<file path="config.mk">
export PLATFORM = sky130hd
export DESIGN_NAME = brownout_stage_controller
export DESIGN_NICKNAME = d
export VERILOG_FILES = /design/src/brownout_pkg.sv /design/src/supply_flags_if.sv /design/src/supply_flag_filter.sv /design/src/brownout_stage_controller.sv
export SDC_FILE = /design/constraint.sdc
export NUM_CORES = 1
export LEC_CHECK = 0
export ABC_AREA = 1
export BUFFER_PORTS_ARGS = -buffer_cell sky130_fd_sc_hd__buf_4
export CORE_MARGIN = 2
export CORE_UTILIZATION = 51
export DETAILED_ROUTE_END_ITERATION = 10
export GPL_TIMING_DRIVEN = 1
export HOLD_SLACK_MARGIN = 0.06
export PLACE_DENSITY = 0.93
export SYNTH_ARGS = -nofsm -noshare
export SYNTH_HDL_FRONTEND = slang
export SYNTH_HIERARCHICAL = 1
export SYNTH_SLANG_ARGS = --single-unit
export TNS_END_PERCENT = 1
</file>
<file path="constraint.sdc">
create_clock -name i_sys_clk -period 2.6 [get_ports i_sys_clk]
set_input_delay 0.13 -clock i_sys_clk [delete_from_list [all_inputs] [get_ports i_sys_clk]]
set_output_delay 0.13 -clock i_sys_clk [all_outputs]
set_load 0.005 [all_outputs]
</file>
<file path="src/brownout_pkg.sv">
// shared constants, stage encoding and helpers for the brownout stage controller
package brownout_pkg;

	// comparator flag positions: each bit is high while the input supply is above that level
	localparam int FLAG_W     = 5;
	localparam int FLAG_4V5   = 0;
	localparam int FLAG_4V65  = 1;
	localparam int FLAG_6V3   = 2;
	localparam int FLAG_6V8   = 3;
	localparam int FLAG_7V5   = 4;

	// filter agreement length in clock cycles
	localparam int FILT_CYCLES = 4;

	// defaults for the number of controlled lines
	localparam int PWM_N   = 10;
	localparam int GPIO_N  = 26;
	localparam int RELAY_N = 4;

	// reset value of the filtered flags: supply just above the boot level, so release from reset holds the fault stage
	localparam logic [FLAG_W-1:0] FLAG_RST = 5'h03;

	typedef enum logic [3:0] {
		ST_NORMAL = 4'h1,
		ST_WARN   = 4'h2,
		ST_FAULT  = 4'h4,
		ST_LOST   = 4'h8
	} stage_e;

	localparam logic [1:0] CODE_NORMAL = 2'h0;
	localparam logic [1:0] CODE_WARN   = 2'h1;
	localparam logic [1:0] CODE_FAULT  = 2'h2;
	localparam logic [1:0] CODE_LOST   = 2'h3;

	function automatic logic [1:0] stage_code(input stage_e s);
		case (s)
			ST_NORMAL: stage_code = CODE_NORMAL;
			ST_WARN:   stage_code = CODE_WARN;
			ST_FAULT:  stage_code = CODE_FAULT;
			default:   stage_code = CODE_LOST;
		endcase
	endfunction

	function automatic logic is_protect(input stage_e s);
		is_protect = (s == ST_FAULT) || (s == ST_LOST);
	endfunction

endpackage

</file>
<file path="src/supply_flags_if.sv">
// filtered supply comparator flags passed from the filter to the stage controller
`timescale 1ns/1ps
interface supply_flags_if
	import brownout_pkg::*;
();
	logic [FLAG_W-1:0] flags;

	modport src (output flags);
	modport dst (input  flags);
endinterface

</file>
<file path="src/supply_flag_filter.sv">
// synchroniser and agreement filter for the supply comparator flags
`timescale 1ns/1ps
module supply_flag_filter
	import brownout_pkg::*;
#(
	parameter int LEN = FILT_CYCLES
) (
	input  wire logic              i_sys_clk,
	input  wire logic              i_nrst,
	input  wire logic [FLAG_W-1:0] i_cmp_flags,
	supply_flags_if.src            flt
);
	localparam int CW = $clog2(LEN + 1);
	localparam logic [CW-1:0] LAST = CW'(LEN - 1);

	logic [FLAG_W-1:0] sync1_r;
	logic [FLAG_W-1:0] sync2_r;
	logic [FLAG_W-1:0] out_r;
	logic [FLAG_W-1:0] out_nxt;
	logic [CW-1:0]     cnt_r   [FLAG_W];
	logic [CW-1:0]     cnt_nxt [FLAG_W];

	// a flag moves only after the synchronised level disagrees for LEN cycles in a row
	always_comb begin
		out_nxt = out_r;
		for (int i = 0; i < FLAG_W; i++) begin
			cnt_nxt[i] = '0;
			if (sync2_r[i] != out_r[i]) begin
				if (cnt_r[i] == LAST) begin
					out_nxt[i] = sync2_r[i];
				end else begin
					cnt_nxt[i] = cnt_r[i] + CW'(1);
				end
			end
		end
	end

	always_ff @(posedge i_sys_clk or negedge i_nrst) begin
		if (!i_nrst) begin
			sync1_r <= FLAG_RST;
			sync2_r <= FLAG_RST;
			out_r   <= FLAG_RST;
			for (int i = 0; i < FLAG_W; i++) begin
				cnt_r[i] <= '0;
			end
		end else begin
			sync1_r <= i_cmp_flags;
			sync2_r <= sync1_r;
			out_r   <= out_nxt;
			for (int i = 0; i < FLAG_W; i++) begin
				cnt_r[i] <= cnt_nxt[i];
			end
		end
	end

	assign flt.flags = out_r;
endmodule

</file>
<file path="src/brownout_stage_controller.sv">
// staged brownout response controller: stage machine and protective output gating
// Behaviour
// - the controller watches the input supply level, whose normal range is 7 V to 16 V, through comparator flags.
// - between 6.3 V and 6.8 V the controller is in a warning stage and takes no protective action.
// - between 4.5 V and 6.3 V it enters the fault stage and applies the protective actions.
// - in the fault stage all user supply rails are switched off.
// - on entering the fault stage each PWM generator finishes its current period and then stops.
// - in the fault stage every general-purpose output releases its drive.
// - in the fault stage all forward and reverse relay outputs are held low.
// - in the fault stage CAN-attached motor controllers are disabled.
// - in the fault stage processing and communication keep running.
// - the fault stage lasts until the supply rises above 7.5 V or falls below 4.5 V.
// - below 4.5 V the controller enters the power-lost stage where everything stops and state is lost.
// - the power-lost stage is left only when the supply rises above 4.65 V, which starts a boot.
// - after boot the controller starts in the fault stage and stays there until the supply exceeds 7.5 V.
`timescale 1ns/1ps
module brownout_stage_controller
	import brownout_pkg::*;
#(
	parameter int NPWM   = PWM_N,
	parameter int NGPIO  = GPIO_N,
	parameter int NRELAY = RELAY_N,
	parameter int FLEN   = FILT_CYCLES
) (
	input  wire logic              i_sys_clk,
	input  wire logic              i_nrst,
	input  wire logic [FLAG_W-1:0] i_cmp_flags,
	input  wire logic [NPWM-1:0]   i_pwm_period_end,
	input  wire logic [NGPIO-1:0]  i_gpio_oe,
	input  wire logic [NGPIO-1:0]  i_gpio_out,
	input  wire logic [NRELAY-1:0] i_relay_fwd,
	input  wire logic [NRELAY-1:0] i_relay_rev,
	input  wire logic              i_can_motor_en,
	input  wire logic              i_fault_clr,
	output logic [NPWM-1:0]        o_pwm_en,
	output logic [NGPIO-1:0]       o_gpio_oe,
	output logic [NGPIO-1:0]       o_gpio_out,
	output logic [NRELAY-1:0]      o_relay_fwd,
	output logic [NRELAY-1:0]      o_relay_rev,
	output logic                   o_can_motor_en,
	output logic                   o_user_rail_en,
	output logic                   o_core_run,
	output logic                   o_fault_sticky,
	output logic [1:0]             o_stage
);
	supply_flags_if flt_if ();

	supply_flag_filter #(
		.LEN (FLEN)
	) u_filter (
		.i_sys_clk   (i_sys_clk),
		.i_nrst      (i_nrst),
		.i_cmp_flags (i_cmp_flags),
		.flt         (flt_if.src)
	);

	logic [FLAG_W-1:0] flt;
	logic              above_4v5;
	logic              above_4v65;
	logic              above_6v3;
	logic              above_6v8;
	logic              above_7v5;

	assign flt        = flt_if.flags;
	assign above_4v5  = flt[FLAG_4V5];
	assign above_4v65 = flt[FLAG_4V65];
	assign above_6v3  = flt[FLAG_6V3];
	assign above_6v8  = flt[FLAG_6V8];
	assign above_7v5  = flt[FLAG_7V5];

	stage_e stage_r;
	stage_e stage_nxt;

	// stage machine
	always_comb begin
		stage_nxt = stage_r;
		case (stage_r)
			ST_NORMAL: begin
				if (!above_4v5) begin
					stage_nxt = ST_LOST;
				end else if (!above_6v3) begin
					stage_nxt = ST_FAULT;
				end else if (!above_6v8) begin
					stage_nxt = ST_WARN;
				end
			end
			ST_WARN: begin
				if (!above_4v5) begin
					stage_nxt = ST_LOST;
				end else if (!above_6v3) begin
					stage_nxt = ST_FAULT;
				end else if (above_6v8) begin
					stage_nxt = ST_NORMAL;
				end
			end
			ST_FAULT: begin
				if (!above_4v5) begin
					stage_nxt = ST_LOST;
				end else if (above_7v5) begin
					stage_nxt = ST_NORMAL;
				end
			end
			ST_LOST: begin
				if (above_4v65) begin
					stage_nxt = ST_FAULT;
				end
			end
			default: stage_nxt = ST_FAULT;
		endcase
	end

	// power loss is the reset, so the machine boots into the fault stage
	always_ff @(posedge i_sys_clk or negedge i_nrst) begin
		if (!i_nrst) begin
			stage_r <= ST_FAULT;
		end else begin
			stage_r <= stage_nxt;
		end
	end

	logic              protect;
	logic              lost;
	logic [NPWM-1:0]   pwm_en_r;
	logic [NPWM-1:0]   pwm_en_nxt;
	logic [NGPIO-1:0]  gpio_oe_r;
	logic [NGPIO-1:0]  gpio_oe_nxt;
	logic [NGPIO-1:0]  gpio_out_r;
	logic [NGPIO-1:0]  gpio_out_nxt;
	logic [NRELAY-1:0] fwd_r;
	logic [NRELAY-1:0] fwd_nxt;
	logic [NRELAY-1:0] rev_r;
	logic [NRELAY-1:0] rev_nxt;
	logic              can_r;
	logic              can_nxt;
	logic              rail_r;
	logic              rail_nxt;
	logic              core_r;
	logic              core_nxt;
	logic              sticky_r;
	logic              sticky_nxt;
	logic [1:0]        code_r;
	logic [1:0]        code_nxt;

	assign protect = is_protect(stage_r);
	assign lost    = (stage_r == ST_LOST);

	// output gating from the current stage
	always_comb begin
		if (lost) begin
			pwm_en_nxt = '0;
		end else if (protect) begin
			pwm_en_nxt = pwm_en_r & ~i_pwm_period_end;
		end else begin
			pwm_en_nxt = '1;
		end
		gpio_oe_nxt  = protect ? '0 : i_gpio_oe;
		gpio_out_nxt = i_gpio_out;
		fwd_nxt      = protect ? '0 : i_relay_fwd;
		rev_nxt      = protect ? '0 : i_relay_rev;
		can_nxt      = protect ? 1'b0 : i_can_motor_en;
		rail_nxt     = !protect;
		core_nxt     = !lost;
		code_nxt     = stage_code(stage_r);
		// every cycle in the fault stage sets the flag and wins over a clear; power loss wipes it
		if (lost) begin
			sticky_nxt = 1'b0;
		end else if (stage_r == ST_FAULT) begin
			sticky_nxt = 1'b1;
		end else if (i_fault_clr) begin
			sticky_nxt = 1'b0;
		end else begin
			sticky_nxt = sticky_r;
		end
	end

	always_ff @(posedge i_sys_clk or negedge i_nrst) begin
		if (!i_nrst) begin
			pwm_en_r   <= '0;
			gpio_oe_r  <= '0;
			gpio_out_r <= '0;
			fwd_r      <= '0;
			rev_r      <= '0;
			can_r      <= 1'b0;
			rail_r     <= 1'b0;
			core_r     <= 1'b0;
			sticky_r   <= 1'b0;
			code_r     <= CODE_FAULT;
		end else begin
			pwm_en_r   <= pwm_en_nxt;
			gpio_oe_r  <= gpio_oe_nxt;
			gpio_out_r <= gpio_out_nxt;
			fwd_r      <= fwd_nxt;
			rev_r      <= rev_nxt;
			can_r      <= can_nxt;
			rail_r     <= rail_nxt;
			core_r     <= core_nxt;
			sticky_r   <= sticky_nxt;
			code_r     <= code_nxt;
		end
	end

	assign o_pwm_en       = pwm_en_r;
	assign o_gpio_oe      = gpio_oe_r;
	assign o_gpio_out     = gpio_out_r;
	assign o_relay_fwd    = fwd_r;
	assign o_relay_rev    = rev_r;
	assign o_can_motor_en = can_r;
	assign o_user_rail_en = rail_r;
	assign o_core_run     = core_r;
	assign o_fault_sticky = sticky_r;
	assign o_stage        = code_r;

	property p_warn_entry;
		@(posedge i_sys_clk) disable iff (!i_nrst)
		(stage_r == ST_NORMAL) && above_4v5 && above_6v3 && !above_6v8 |=> (stage_r == ST_WARN);
	endproperty
	a_warn_entry: assert property (p_warn_entry) else $error("warning stage not entered");

	property p_warn_exit;
		@(posedge i_sys_clk) disable iff (!i_nrst)
		(stage_r == ST_WARN) && above_4v5 && above_6v3 && above_6v8 |=> (stage_r == ST_NORMAL) ##1 (o_stage == CODE_NORMAL);
	endproperty
	a_warn_exit: assert property (p_warn_exit) else $error("normal stage not restored");

	property p_fault_entry;
		@(posedge i_sys_clk) disable iff (!i_nrst)
		(stage_r == ST_NORMAL) && above_4v5 && !above_6v3 |=> (stage_r == ST_FAULT) ##1 (o_stage == CODE_FAULT);
	endproperty
	a_fault_entry: assert property (p_fault_entry) else $error("fault stage not entered");

	property p_fault_hold;
		@(posedge i_sys_clk) disable iff (!i_nrst)
		(stage_r == ST_FAULT) && above_4v5 && !above_7v5 |=> (stage_r == ST_FAULT);
	endproperty
	a_fault_hold: assert property (p_fault_hold) else $error("fault stage left early");

	property p_fault_exit;
		@(posedge i_sys_clk) disable iff (!i_nrst)
		(stage_r == ST_FAULT) && above_4v5 && above_7v5 |=> (stage_r == ST_NORMAL) ##1 o_user_rail_en;
	endproperty
	a_fault_exit: assert property (p_fault_exit) else $error("fault stage not released above top level");

	property p_lost_entry;
		@(posedge i_sys_clk) disable iff (!i_nrst)
		(stage_r != ST_LOST) && !above_4v5 |=> (stage_r == ST_LOST) ##1 (!o_core_run && o_pwm_en == '0);
	endproperty
	a_lost_entry: assert property (p_lost_entry) else $error("power lost stage not entered");

	property p_lost_exit;
		@(posedge i_sys_clk) disable iff (!i_nrst)
		(stage_r == ST_LOST) |=> (stage_r == ($past(above_4v65) ? ST_FAULT : ST_LOST));
	endproperty
	a_lost_exit: assert property (p_lost_exit) else $error("power lost exit wrong");

	property p_protect_out;
		@(posedge i_sys_clk) disable iff (!i_nrst)
		protect |=> !o_user_rail_en && (o_gpio_oe == '0) && !o_can_motor_en;
	endproperty
	a_protect_out: assert property (p_protect_out) else $error("protective outputs not applied");

	property p_relay_low;
		@(posedge i_sys_clk) disable iff (!i_nrst)
		protect |=> (o_relay_fwd == '0) && (o_relay_rev == '0);
	endproperty
	a_relay_low: assert property (p_relay_low) else $error("relay outputs not low");

	property p_pwm_finish;
		@(posedge i_sys_clk) disable iff (!i_nrst)
		(stage_r == ST_FAULT) && pwm_en_r[0] && !i_pwm_period_end[0] |=> o_pwm_en[0];
	endproperty
	a_pwm_finish: assert property (p_pwm_finish) else $error("pwm stopped before period end");

	property p_core_runs;
		@(posedge i_sys_clk) disable iff (!i_nrst)
		(stage_r == ST_FAULT) |=> o_core_run && o_fault_sticky;
	endproperty
	a_core_runs: assert property (p_core_runs) else $error("core stopped or fault not flagged in fault stage");
endmodule

</file>
==> flow_summary_export.csv <==
group,metric,value,unit
pwr,leakage,3.29,nW
clock_tree,cts_tree,"done",
place,place_congestion,0.779,
routing,drt-pass1-iter-count,4,
setup_path,ff2ff_path_depth,5,
yosys,netlist_instances,350,
sta,relSlewSlack,56.3,%
clock_tree,cts_root_buffer,"clkbuf_8",
routing,drtIter0Drc,149,
floorplanning,fp.dieW,91.0,um
floorplanning,ios,155,
clock_tree,clock_sinks,110,
setup_path,reg2reg_to,"o_gpio_oe[14]$_DFF_PN0_",
sta,grt_setup_unrepaired,"no",
routing,ant_nets,0,
place,hpwl,6150,um
yosys,yosysWarnings,6,
global_routing,antenna_found_initial,0,
setup_path,crit_required,2.84,ns
setup_path,cp-start-kind,"flip-flop",
routing,wl,11700,um
sta,setup_violations,0,
place,portBuffers,154,
yosys,syn_nets,434,
global_routing,grt_max_degree,60,
clock_tree,numCtsBuffers,9,
yosys,synth-seq-area-share,71.5,%
yosys,synth-seq-cells,110,
floorplanning,dieHeight,91.0,um
place,place_inst,600,
routing,dr_total_vias,3308,
cells_and_area,post-route-util,83.7,%
place,detailed_place.area,5110,sq um
setup_path,crit_type,"reg2reg",
sta,hold_viol_final,0,
sta,fin_crit_sh,54.2,%
setup_path,crit_fanout,46,
pwr,p_total,5.49,mW
sta,clock_skew,0.0175,ns
job,maxCapViolCount,0,
pwr,power_density,899,nW/um^2
global_routing,grt_usage,30.0,%
floorplanning,dieArea,8290,sq um
cells_and_area,antenna_cells,0,
setup_path,critical_path_arrival,1.64,ns
sta,drv_slew,0,
routing,vias_per_cell,4.77,
pwr,irDropWorstVdd,0.561,mV
cells_and_area,final-instance-count-excl-fill,694,
global_routing,grt_pass1_wl,18700,um
setup_path,r2r_slack,1.19,ns
floorplanning,start_util,53.0,%
floorplanning,core_region_area,7290,sq um
clock_tree,h-tree-depth,3,
outcome,status,"completed",
cells_and_area,final_area,6110,sq um
yosys,netlist_area,3860,sq um
routing,drt-wirelength-per-cell,16.8,um
cells_and_area,drive_gt1_share,33.1,%
min_path,holdCritPathClass,"in2async",
setup_path,r2r-start,"stage_r[2]$_DFFE_PN1P_",
global_routing,grt_overflow,0,
yosys,syn_avg_cell_area,11.0,sq um
routing,drc,0,
setup_path,cp-end-kind,"flip-flop",
clock_tree,clockBufferDepth,2,
clock_tree,clkTransAtPathRegs,0.10,ns
global_routing,grt_pass1_vias,3709,
sta,period_minus_slack,1.41,ns
floorplanning,rows,31,
clock_tree,clk_latency,0.37,ns
yosys,ys_types,16,
sta,tns,0,ns
sta,clock.fmax,710,MHz
cells_and_area,nets,674,
cells_and_area,area_delta_synth_final,58.1,%
sta,worst_pin_slew,0.656,ns
-- cells in the mapped netlist --
master    number  area, sq um
o31ai_1       10         75.1
nand2_8        1         20.0
nor2_1        61          229
inv_1         83          312
dfstp_2        8          210
o21ai_0        1         5.00
nand3b_1       2         15.0
nand3_1       12         60.1
nand2_2       15         93.8
inv_2          1         3.75
buf_8          2         30.0
nand2_1       44          165
dfrtp_1      102         2550
nor2_2         1         6.26
buf_6          2         22.5
ha_1           5         62.6
-- routing by layer --
metal	routed length [um]	GRT usage (%)	vias up	part of all wire [%]
li1	-	-	1491	-
met1	4000	31.9	1589	34
met2	6200	52.3	175	53
met3	872	9.13	53	7.5
met4	597	17.6	0	5.1
met5	0	0	-	0
-- critical path, cell delays in order, from the launching register on --
cell	delay (ns)
dfstp_2	0.55
inv_1	0.04
nor2_1	0.15
nand2_2	0.14
nand2_8	0.26
nor2_1	0.14
-- cell usage in the layout (no fill, tap or decap) --
| cell type | n |
|---|---|
| dfstp_2 | 8 |
| buf_12 | 1 |
| inv_1 | 83 |
| nor2_1 | 61 |
| inv_8 | 1 |
| nand2_8 | 1 |
| inv_6 | 2 |
| nand2_1 | 44 |
| nand3b_1 | 2 |
| nand2_2 | 15 |
| dfrtp_1 | 102 |
| buf_4 | 154 |
| o21ai_0 | 1 |
| dlygate4sd3_1 | 78 |
| nand3_1 | 12 |
| inv_2 | 1 |
| bufinv_16 | 1 |
| clkbuf_8 | 11 |
| clkinv_2 | 1 |
| o31ai_1 | 10 |
| ha_1 | 5 |
| nor2_2 | 1 |
-- flip-flops by register name, indices dropped and copies added, names as in the netlist, 4 cells and up --
register	flops
stage_r	4
o_gpio_out	26
o_gpio_oe	26
u_filter/sync1_r	5
u_filter/flt.flags	5
o_relay_fwd	4
u_filter/cnt_r	15
o_pwm_en	10
u_filter/sync2_r	5
o_relay_rev	4
-- through the flow --
step | worst slack [ns] | hold WS, ns
after floorplan | 1.38 | -0.166
after global placement | 1.28 | 0.190
after detailed placement | 1.21 | 0.196
after CTS | 1.20 | 0.347
after global routing | 1.09 | 0.376
final | 1.19 | 0.346
-- what timing repair did --
item,CTS,global route
gates resized for setup,0,0
setup endpoints to repair,0,0
endpoints found under the hold margin,125,0
hold buffers,78,0
buffers inserted,0,0
-- layout make-up --
class,count,area [sq um]
Fill cell,374,1190
Sequential cell,110,2760
Tap cell,99,124
Clock inverter,5,63.8
Timing Repair Buffer,233,1960
Multi-Input combinational cell,152,732
Clock buffer,11,151
Inverter,84,315
-- how the worst max path moves through the flow --
stage	startpoint	to	slack, ns	cells past startpoint
final	stage_r[2]$_DFFE_PN1P_	o_gpio_oe[14]$_DFF_PN0_	1.19	5
after global routing	stage_r[2]$_DFFE_PN1P_	o_pwm_en[0]$_DFF_PN0_	1.09	5
after CTS	stage_r[2]$_DFFE_PN1P_	o_pwm_en[0]$_DFF_PN0_	1.20	5
after detailed placement	stage_r[2]$_DFFE_PN1P_	o_pwm_en[7]$_DFF_PN0_	1.21	5
after global placement	stage_r[2]$_DFFE_PN1P_	o_pwm_en[3]$_DFF_PN0_	1.28	5
after floorplan	stage_r[2]$_DFFE_PN1P_	o_pwm_en[9]$_DFF_PN0_	1.38	6
-- power breakdown --
group / internal, mW / switching, mW
sequential: 2.23 / 0.272
clock: 0.511 / 0.586
combinational: 0.890 / 0.998
total: 3.63 / 1.86
-- kinds of logic after synthesis --
kind of cell | count (synthesis) | synth area share [%]
AO/OA/AOI/OAI | 11 | 2.07
AND/OR/NAND/NOR | 136 | 15.3
buffers and inverters | 88 | 9.52
adder cells (fa/ha/maj) | 5 | 1.62
flip-flops | 110 | 71.5
Note: power is estimated with default switching activity, not from simulation.
